## src/idx_pkg.sv

```systemverilog
// Package of constants and carrier types for the partial instruction executor
package idx_pkg;

    // ------------------------------------------------------------
    // Operation codes
    // ------------------------------------------------------------
    typedef enum logic [2:0] {
        IDX_OP_NONE  = 3'h0,
        IDX_OP_DECSZ = 3'h1,
        IDX_OP_INCSZ = 3'h2,
        IDX_OP_BRA   = 3'h3,
        IDX_OP_IORL  = 3'h4,
        IDX_OP_INC   = 3'h5,
        IDX_OP_IORF  = 3'h6
    } idx_op_t;

    typedef enum logic [1:0] {
        IDX_ST_EXEC = 2'h0,
        IDX_ST_SKIP = 2'h1,
        IDX_ST_BRA  = 2'h3
    } idx_state_t;

    // ------------------------------------------------------------
    // Field positions and reset values
    // ------------------------------------------------------------
    localparam int          IDX_LIT_W      = 11;
    localparam int          IDX_PC_W       = 15;
    localparam int          IDX_LATCH_LO   = 3;
    localparam int          IDX_LATCH_HI   = 6;
    localparam logic [7:0]  IDX_ACC_RST    = 8'h00;
    localparam logic [14:0] IDX_PC_RST     = 15'h0000;
    localparam logic [7:0]  IDX_ONE        = 8'h01;

    // ------------------------------------------------------------
    // Carriers
    // ------------------------------------------------------------
    typedef struct packed {
        logic        valid;
        idx_op_t     op;
        logic        dest;
        logic [6:0]  faddr;
        logic [10:0] lit;
    } idx_instr_t;

    typedef struct packed {
        logic        we;
        logic [6:0]  addr;
        logic [7:0]  data;
    } idx_fwr_t;

endpackage : idx_pkg

```

## src/idx_exec.sv

```systemverilog
// Executor for skip, increment, inclusive OR and branch instructions
`timescale 1ns/1ps
module idx_exec (
    input  wire logic                ref_clk,
    input  wire logic                rst_n,
    input  wire idx_pkg::idx_instr_t instr,
    input  wire logic [7:0]          file_rdata,
    input  wire logic [7:0]          upper_address_latch,
    output logic [14:0]              program_counter,
    output logic                     pc_load,
    output logic                     squash,
    output logic                     busy,
    output idx_pkg::idx_fwr_t        file_wr,
    output logic [7:0]               acc,
    output logic                     zero_flag
);

    // ------------------------------------------------------------
    // Reset release
    // ------------------------------------------------------------
    logic rst_s1_reg;
    logic rst_s2_reg;
    always_ff @(posedge ref_clk or negedge rst_n) begin
        if (!rst_n) begin
            rst_s1_reg <= 1'b0;
            rst_s2_reg <= 1'b0;
        end else begin
            rst_s1_reg <= 1'b1;
            rst_s2_reg <= rst_s1_reg;
        end
    end
    wire logic srst_n = rst_s2_reg;

    function automatic logic is_zero(input logic [7:0] v);
        return (v == 8'h00);
    endfunction : is_zero

    // ------------------------------------------------------------
    // Execution state
    // ------------------------------------------------------------
    idx_pkg::idx_state_t state_reg, state_next;
    logic [7:0]          acc_reg, acc_next;
    logic                z_reg, z_next;
    logic [14:0]         pc_reg, pc_next;
    logic                pcl_reg, pcl_next;
    idx_pkg::idx_fwr_t   fwr_reg, fwr_next;
    logic [7:0]          res;
    logic                take;

    assign take = instr.valid && (state_reg == idx_pkg::IDX_ST_EXEC);

    always_comb begin
        state_next = idx_pkg::IDX_ST_EXEC;
        acc_next   = acc_reg;
        z_next     = z_reg;
        pc_next    = pc_reg;
        pcl_next   = 1'b0;
        fwr_next   = '0;
        res        = 8'h00;
        if (take) begin
            case (instr.op)
                idx_pkg::IDX_OP_DECSZ: res = file_rdata - idx_pkg::IDX_ONE;
                idx_pkg::IDX_OP_INCSZ,
                idx_pkg::IDX_OP_INC:   res = file_rdata + idx_pkg::IDX_ONE;
                idx_pkg::IDX_OP_IORL:  res = acc_reg | instr.lit[7:0];
                idx_pkg::IDX_OP_IORF:  res = acc_reg | file_rdata;
                default:               res = 8'h00;
            endcase
            case (instr.op)
                idx_pkg::IDX_OP_DECSZ, idx_pkg::IDX_OP_INCSZ,
                idx_pkg::IDX_OP_INC, idx_pkg::IDX_OP_IORF: begin
                    if (instr.dest) begin
                        fwr_next = '{we: 1'b1, addr: instr.faddr, data: res};
                    end else begin
                        acc_next = res;
                    end
                end
                idx_pkg::IDX_OP_IORL: begin
                    acc_next = res;
                end
                default: begin
                end
            endcase
            case (instr.op)
                idx_pkg::IDX_OP_INC, idx_pkg::IDX_OP_IORF,
                idx_pkg::IDX_OP_IORL: begin
                    z_next = is_zero(res);
                end
                idx_pkg::IDX_OP_DECSZ, idx_pkg::IDX_OP_INCSZ: begin
                    if (is_zero(res)) begin
                        state_next = idx_pkg::IDX_ST_SKIP;
                    end
                end
                idx_pkg::IDX_OP_BRA: begin
                    pc_next = {upper_address_latch[idx_pkg::IDX_LATCH_HI:idx_pkg::IDX_LATCH_LO],
                               instr.lit};
                    pcl_next   = 1'b1;
                    state_next = idx_pkg::IDX_ST_BRA;
                end
                default: begin
                end
            endcase
        end
    end

    always_ff @(posedge ref_clk or negedge srst_n) begin
        if (!srst_n) begin
            state_reg <= idx_pkg::IDX_ST_EXEC;
            acc_reg   <= idx_pkg::IDX_ACC_RST;
            z_reg     <= 1'b0;
            pc_reg    <= idx_pkg::IDX_PC_RST;
            pcl_reg   <= 1'b0;
            fwr_reg   <= '0;
        end else begin
            state_reg <= state_next;
            acc_reg   <= acc_next;
            z_reg     <= z_next;
            pc_reg    <= pc_next;
            pcl_reg   <= pcl_next;
            fwr_reg   <= fwr_next;
        end
    end

    // Second cycle ignores the fetched word: it is the squashed slot
    assign squash          = (state_reg != idx_pkg::IDX_ST_EXEC);
    assign busy            = squash;
    assign program_counter = pc_reg;
    assign pc_load         = pcl_reg;
    assign file_wr         = fwr_reg;
    assign acc             = acc_reg;
    assign zero_flag       = z_reg;
endmodule : idx_exec

```

## config.mk

```make
export PLATFORM = sky130hd
export DESIGN_NAME = idx_exec
export DESIGN_NICKNAME = d
export VERILOG_FILES = /design/src/idx_pkg.sv /design/src/idx_exec.sv
export SDC_FILE = /design/constraint.sdc
export NUM_CORES = 1
export LEC_CHECK = 0
export ABC_AREA = 1
export BUFFER_PORTS_ARGS = -buffer_cell sky130_fd_sc_hd__buf_4
export CORE_ASPECT_RATIO = 1.75
export CORE_MARGIN = 3
export CORE_UTILIZATION = 30
export DETAILED_ROUTE_END_ITERATION = 12
export GPL_ROUTABILITY_DRIVEN = 0
export SYNTH_ARGS = -nofsm -noshare
export SYNTH_HDL_FRONTEND = slang
export SYNTH_SLANG_ARGS = --single-unit
```

## constraint.sdc

```tcl
create_clock -name ref_clk -period 4.21 [get_ports ref_clk]
set_clock_uncertainty 0.15 [all_clocks]
set_input_delay 0.842 -clock ref_clk [delete_from_list [all_inputs] [get_ports ref_clk]]
set_output_delay 0.842 -clock ref_clk [all_outputs]
set_load 0.01 [all_outputs]
```

# Word-level counts from Yosys, hierarchy flattened
# Index checks and enable logic that the tools add are counted.
# classes
addsub	2
n_eq_ne	7
n_mux	12
bitwise	2
n_reduce_logical	12
# ops
operator	count
16-bit 2-to-1 mux	3
8-bit one-hot mux with 4 select lines	1
8-bit 2-to-1 mux	2
8-bit bitwise OR	2
8-bit one-hot mux with 2 select lines	1
3-bit equality test (second input constant)	3
8-bit by 1-bit adder with 8-bit output (second input constant)	1
8-bit zero test	1
8-bit by 1-bit subtractor with 8-bit output (second input constant)	1
3-bit by 2-bit equality test with 1-bit output (second input constant)	2
2-bit one-hot mux with 2 select lines	1
2-bit AND reduction	2
2-bit nonzero test	2
2-bit OR reduction	2
4-bit OR reduction	1
3-bit by 1-bit equality test with 1-bit output (second input constant)	1
1-bit 2-to-1 mux	3
3-bit AND reduction	1
3-bit OR reduction	1
2-bit zero test	1
2-bit 2-to-1 mux	1
2-bit inequality test (second input constant)	1
1-bit logical AND	1
# word_totals
register_bits	45
output_inout_bits	43

# Longest topological paths before layout
# logic_depth
depth_word	8
ltp_mapped	20
depth_no_buf	19

# Least setup slack after synthesis
# No wires, ideal clock.
# synth_path
path_type	input to register
start	in instr[21] (netlist name)
end	reg state_reg[0]
setup_time_ns	0.068
arrival_time_ns	2.440
required_ns	3.992
path_slack_ns	1.552
path_stages	17
cell_sequence	buf_6 > clkinv_2 > nand3_4 > nand2_4 > nand2_2 > nand2_2 > inv_2 > ha_1 > a21oi_2 > nand2_1 > nor2_1 > nand2_1 > nor2_1 > nand2_1 > nor2_2 > nand3_1 > nand2_1
# synth_between
elab_chain_len	8
elab_cells_between_ends	14
# synth_lines
item	line_no	text
start, declared	idx_exec.sv:6	input wire idx_pkg::idx_instr_t instr,
3-bit by 2-bit equality test with 1-bit output or 3-bit equality test (tied branches)	idx_exec.sv:61, idx_exec.sv:84	
2-bit OR reduction	idx_exec.sv:61	case (instr.op)
8-bit one-hot mux with 4 select lines	idx_exec.sv:61	
8-bit 2-to-1 mux	idx_exec.sv:60	if (take) begin
8-bit zero test	idx_exec.sv:35	return (v == 8'h00);
1-bit 2-to-1 mux	idx_exec.sv:90	if (is_zero(res)) begin
2-bit one-hot mux with 2 select lines (*)	idx_exec.sv:84	case (instr.op)
2-bit 2-to-1 mux (*)	idx_exec.sv:60	
named net state_next[0]	idx_exec.sv:41	idx_pkg::idx_state_t state_reg, state_next;
end signal, assigned	idx_exec.sv:108	state_reg <= idx_pkg::IDX_ST_EXEC;
end signal, assigned	idx_exec.sv:115	state_reg <= state_next;
end, declared	idx_exec.sv:41	
# Mark *: on every way through the listed nets, which the timed path passes. The rest lies on a longest branch. The select of a mux whose other input is x is not followed.
# A chain may end at the register's enable or synchronous reset.

# Final worst setup path
# layout_path
start	in instr[19] (netlist name)
end	reg state_reg[0]
# Same word-level chain as after synthesis.

==> run_results.csv <==
group,metric,value,unit
clock_tree,tritoncts,"built",
power_and_ir_drop,p_leak,0.00179,uW
yosys,ys_ff_latch,45,
floorplanning,die-area,8950,sq um
finish,largest_reg_flops,16,
clock_tree,cts_max_level,2,
sta,slew_violations,0,
yosys,yosysTopAreaCell,"dfrtp_1",
floorplanning,die_w,72.8,microns
yosys,synthArstFlopShare,1.00,
power_and_ir_drop,power.switching,364,uW
finish,drive_above_1_share,0.316,
finish,area_growth,35.0,%
placed_design,dp_slack,1.22,ns
power_and_ir_drop,power_frac_clock,0.323,
critical_path,critPathLaunchType,"input pin",
clock_tree,cts.path.max_buffers,2,
finish,diodes,0,
placed_design,dp_hpwl,4.68,mm
floorplanning,ios,84,
yosys,synth_edf_count,0,
yosys,synth_warnings,0,
clock_tree,clk-insertion-delay-late,0.29,ns
detailed_routing,drt_pass1_iterations,4,
sta,worst_slack,1.54,ns
yosys,synth_flop_cell,"dfrtp_1",
global_route,grt_max_degree,44,
detailed_routing,drc_errors,0,
power_and_ir_drop,p_int,890,uW
sta,rsz0062_at_grt,"false",
floorplanning,core_region_area,7570,sq um
critical_path,crit_required,4.28,ns
power_and_ir_drop,seq_power_share,0.427,
yosys,syn_avg_cell_area,7.81,sq um
finish,layout.nets,422,
sta,max_freq,374,MHz
yosys,yosys.cell_count.top_type,"nand2_1",
yosys,yosysSeqAreaShare,0.481,
critical_path,worstPathMaxFanout,9,
detailed_routing,routed_via_density,4.45,
sta,worst_slew_pin_slew,0.935,ns
critical_path,worstSetupPathType,"in2reg",
yosys,synth_top_family_by_area,"simple AND/OR/NAND/NOR gates",
clock_tree,cts.sinks,45,
yosys,syn-num-nets,343,
clock_tree,path_clk_slew,0.06,ns
power_and_ir_drop,irDropWorstVdd,0.180,mV
finish,multi_input_area,988,sq um
power_and_ir_drop,netSwitchingFraction,0.290,
global_route,grt-ovfl-total,0,
sta,finalSetupViolations,0,
clock_tree,cts_resized,0,
hold_path,hold_path_class,"in2async",
sta,max-slew-margin-rel,0.377,
detailed_routing,antenna_left,0,
sta,fin_crit_sh,0.635,
floorplanning,initial_utilization,0.310,
yosys,synth_compound_area_frac,0.0892,
floorplanning,num_rows,42,
yosys,synth_top_area_frac,0.481,
critical_path,r2r_setup_slack,2.42,ns
yosys,syn_area,2340,sq um
critical_path,r2r_cells,7,
floorplanning,dieHeight,123,microns
detailed_routing,routedWlPerCell,12.6,microns
critical_path,r2r_end,"program_counter[13]$_DFFE_PN0P_",
finish,regArea,1130,sq um
global_route,antenna_found_initial,0,
yosys,synthAdderAreaFrac,0.0107,
power_and_ir_drop,p_comb_frac,0.251,
critical_path,endpoint_kind,"flip-flop",
finish,layout.cells.non_filler,468,
placed_design,dp_cells,460,
run_status,status,"finished clean",
placed_design,portBuffers,79,
finish,fill_cells,816,
power_and_ir_drop,powerDensity,397,nW/um^2
clock_tree,postCtsHoldBufs,0,
clock_tree,cts_buffers,5,
sta,period_minus_slack,2.67,ns
yosys,synth_mux_area_frac,0,
global_route,grt_use_total,0.134,
detailed_routing,route.final.wire_length,5.90,mm
global_route,grt_pass1_vias,2025,
yosys,synth_commonest_cells,"nand2_1, dfrtp_1, inv_1, nor2_1, nand3_1",
critical_path,r2r_start,"state_reg[0]$_DFF_PN0_",
sta,hold_violations,0,
critical_path,critPathArrivalTime,2.74,ns
clock_tree,post_cts_buffers,0,
yosys,yosys.area_share.simple,0.317,
yosys,synth_xor_area_frac,0.00374,
clock_tree,cts_root_buf,"clkbuf_16",
yosys,synth_area_leaders,"dfrtp_1, nand2_1, inv_1, nor2_1, nand3_1",
run,maxCapViolCount,0,
global_route,grt_pass1_wl,9.44,mm
yosys,yosysUniqueCellTypes,33,
detailed_routing,drtIter0Drc,84,
sta,fin_setup_tns,0,ns
detailed_routing,vias,2083,
yosys,postSynthCellCount,300,
## layout by cell type, fill, tap and decap left out, types with 2 or more instances in the layout
cell	synthesis	final
nand3_2	5	5
nand2_1	94	94
a21oi_1	5	5
nor3_1	3	3
clkbuf_16	0	5
nor2_1	25	25
buf_4	1	80
nand3_4	2	2
clkbuf_8	0	2
o21ai_2	2	2
a21oi_2	2	2
a31oi_1	2	2
nor2_2	2	2
o21ai_1	4	4
nand3b_1	2	2
nand2_2	8	8
inv_1	40	40
inv_2	6	6
nand3_1	18	18
ha_1	2	2
clkinv_2	1	2
dfrtp_1	45	44
o21ai_0	15	15
## power groups by stage
stage                     clock (uW)  sequential [uW]  combinational [uW]
final                            405              535                 314
after global routing             431              544                 351
after CTS                        414              537                 320
after detailed placement           0              544                 319
after global placement             0              543                 314
after floorplan                    0              562                 140
## per-layer routing
metal	track usage	routed length [microns]	part of all wire	vias up
li1	-	-	-	1083
met1	0.149	2270	0.38	939
met2	0.250	3260	0.55	52
met3	0.0130	244	0.041	9
met4	0.0577	129	0.022	0
met5	0	0	0	-
## area by class of cell
type,instances,area share
inverter,47,0.0562
timing repair buffer,80,0.190
clock buffer,7,0.0483
multi-input combinational,200,0.313
clock inverter,1,0.00158
tap,88,0.0348
sequential,45,0.357
## per-stage QoR
step                      cell area, sq um  total power, uW   util  hold slack (ns)
after floorplan                       2340              702      -            0.181
after global placement                3000              857  0.397            0.188
after detailed placement              3000              863  0.397            0.185
after CTS                             3160             1270  0.418            0.174
after global routing                  3160             1330  0.418            0.171
final                                 3160             1250  0.418            0.182
## cell families (layout without fill, tap and decap cells)
| logic type | count (synthesis) | after routing |
|---|---|---|
| buffers and inverters | 55 | 135 |
| DFF | 45 | 45 |
| xor gates and xnor gates | 1 | 1 |
| AOI/OAI and AO/OA | 34 | 34 |
| and+or+nand+nor | 162 | 162 |
| adders and majority gates | 2 | 2 |
| other | 1 | 1 |
## worst max path at each step
stage                   start                endpoint
finish              instr[19]  state_reg[0]$_DFF_PN0_
global route        instr[19]  state_reg[0]$_DFF_PN0_
CTS                 instr[19]  state_reg[0]$_DFF_PN0_
detailed placement  instr[19]  state_reg[0]$_DFF_PN0_
global placement    instr[19]  state_reg[0]$_DFF_PN0_
floorplan           instr[21]  state_reg[0]$_DFF_PN0_
## critical path, stage by stage
cell	delay, ns
buf_4	0.13
inv_2	0.09
nand3_4	0.14
nand2_4	0.17
nand2_2	0.06
nand2_2	0.09
inv_2	0.04
ha_1	0.27
a21oi_2	0.19
nand2_1	0.07
nor2_1	0.11
nand2_1	0.06
nor2_1	0.10
nand2_1	0.06
nor2_2	0.12
nand3_1	0.10
nand2_1	0.07
No activity file was read; power rests on OpenSTA's default activity.
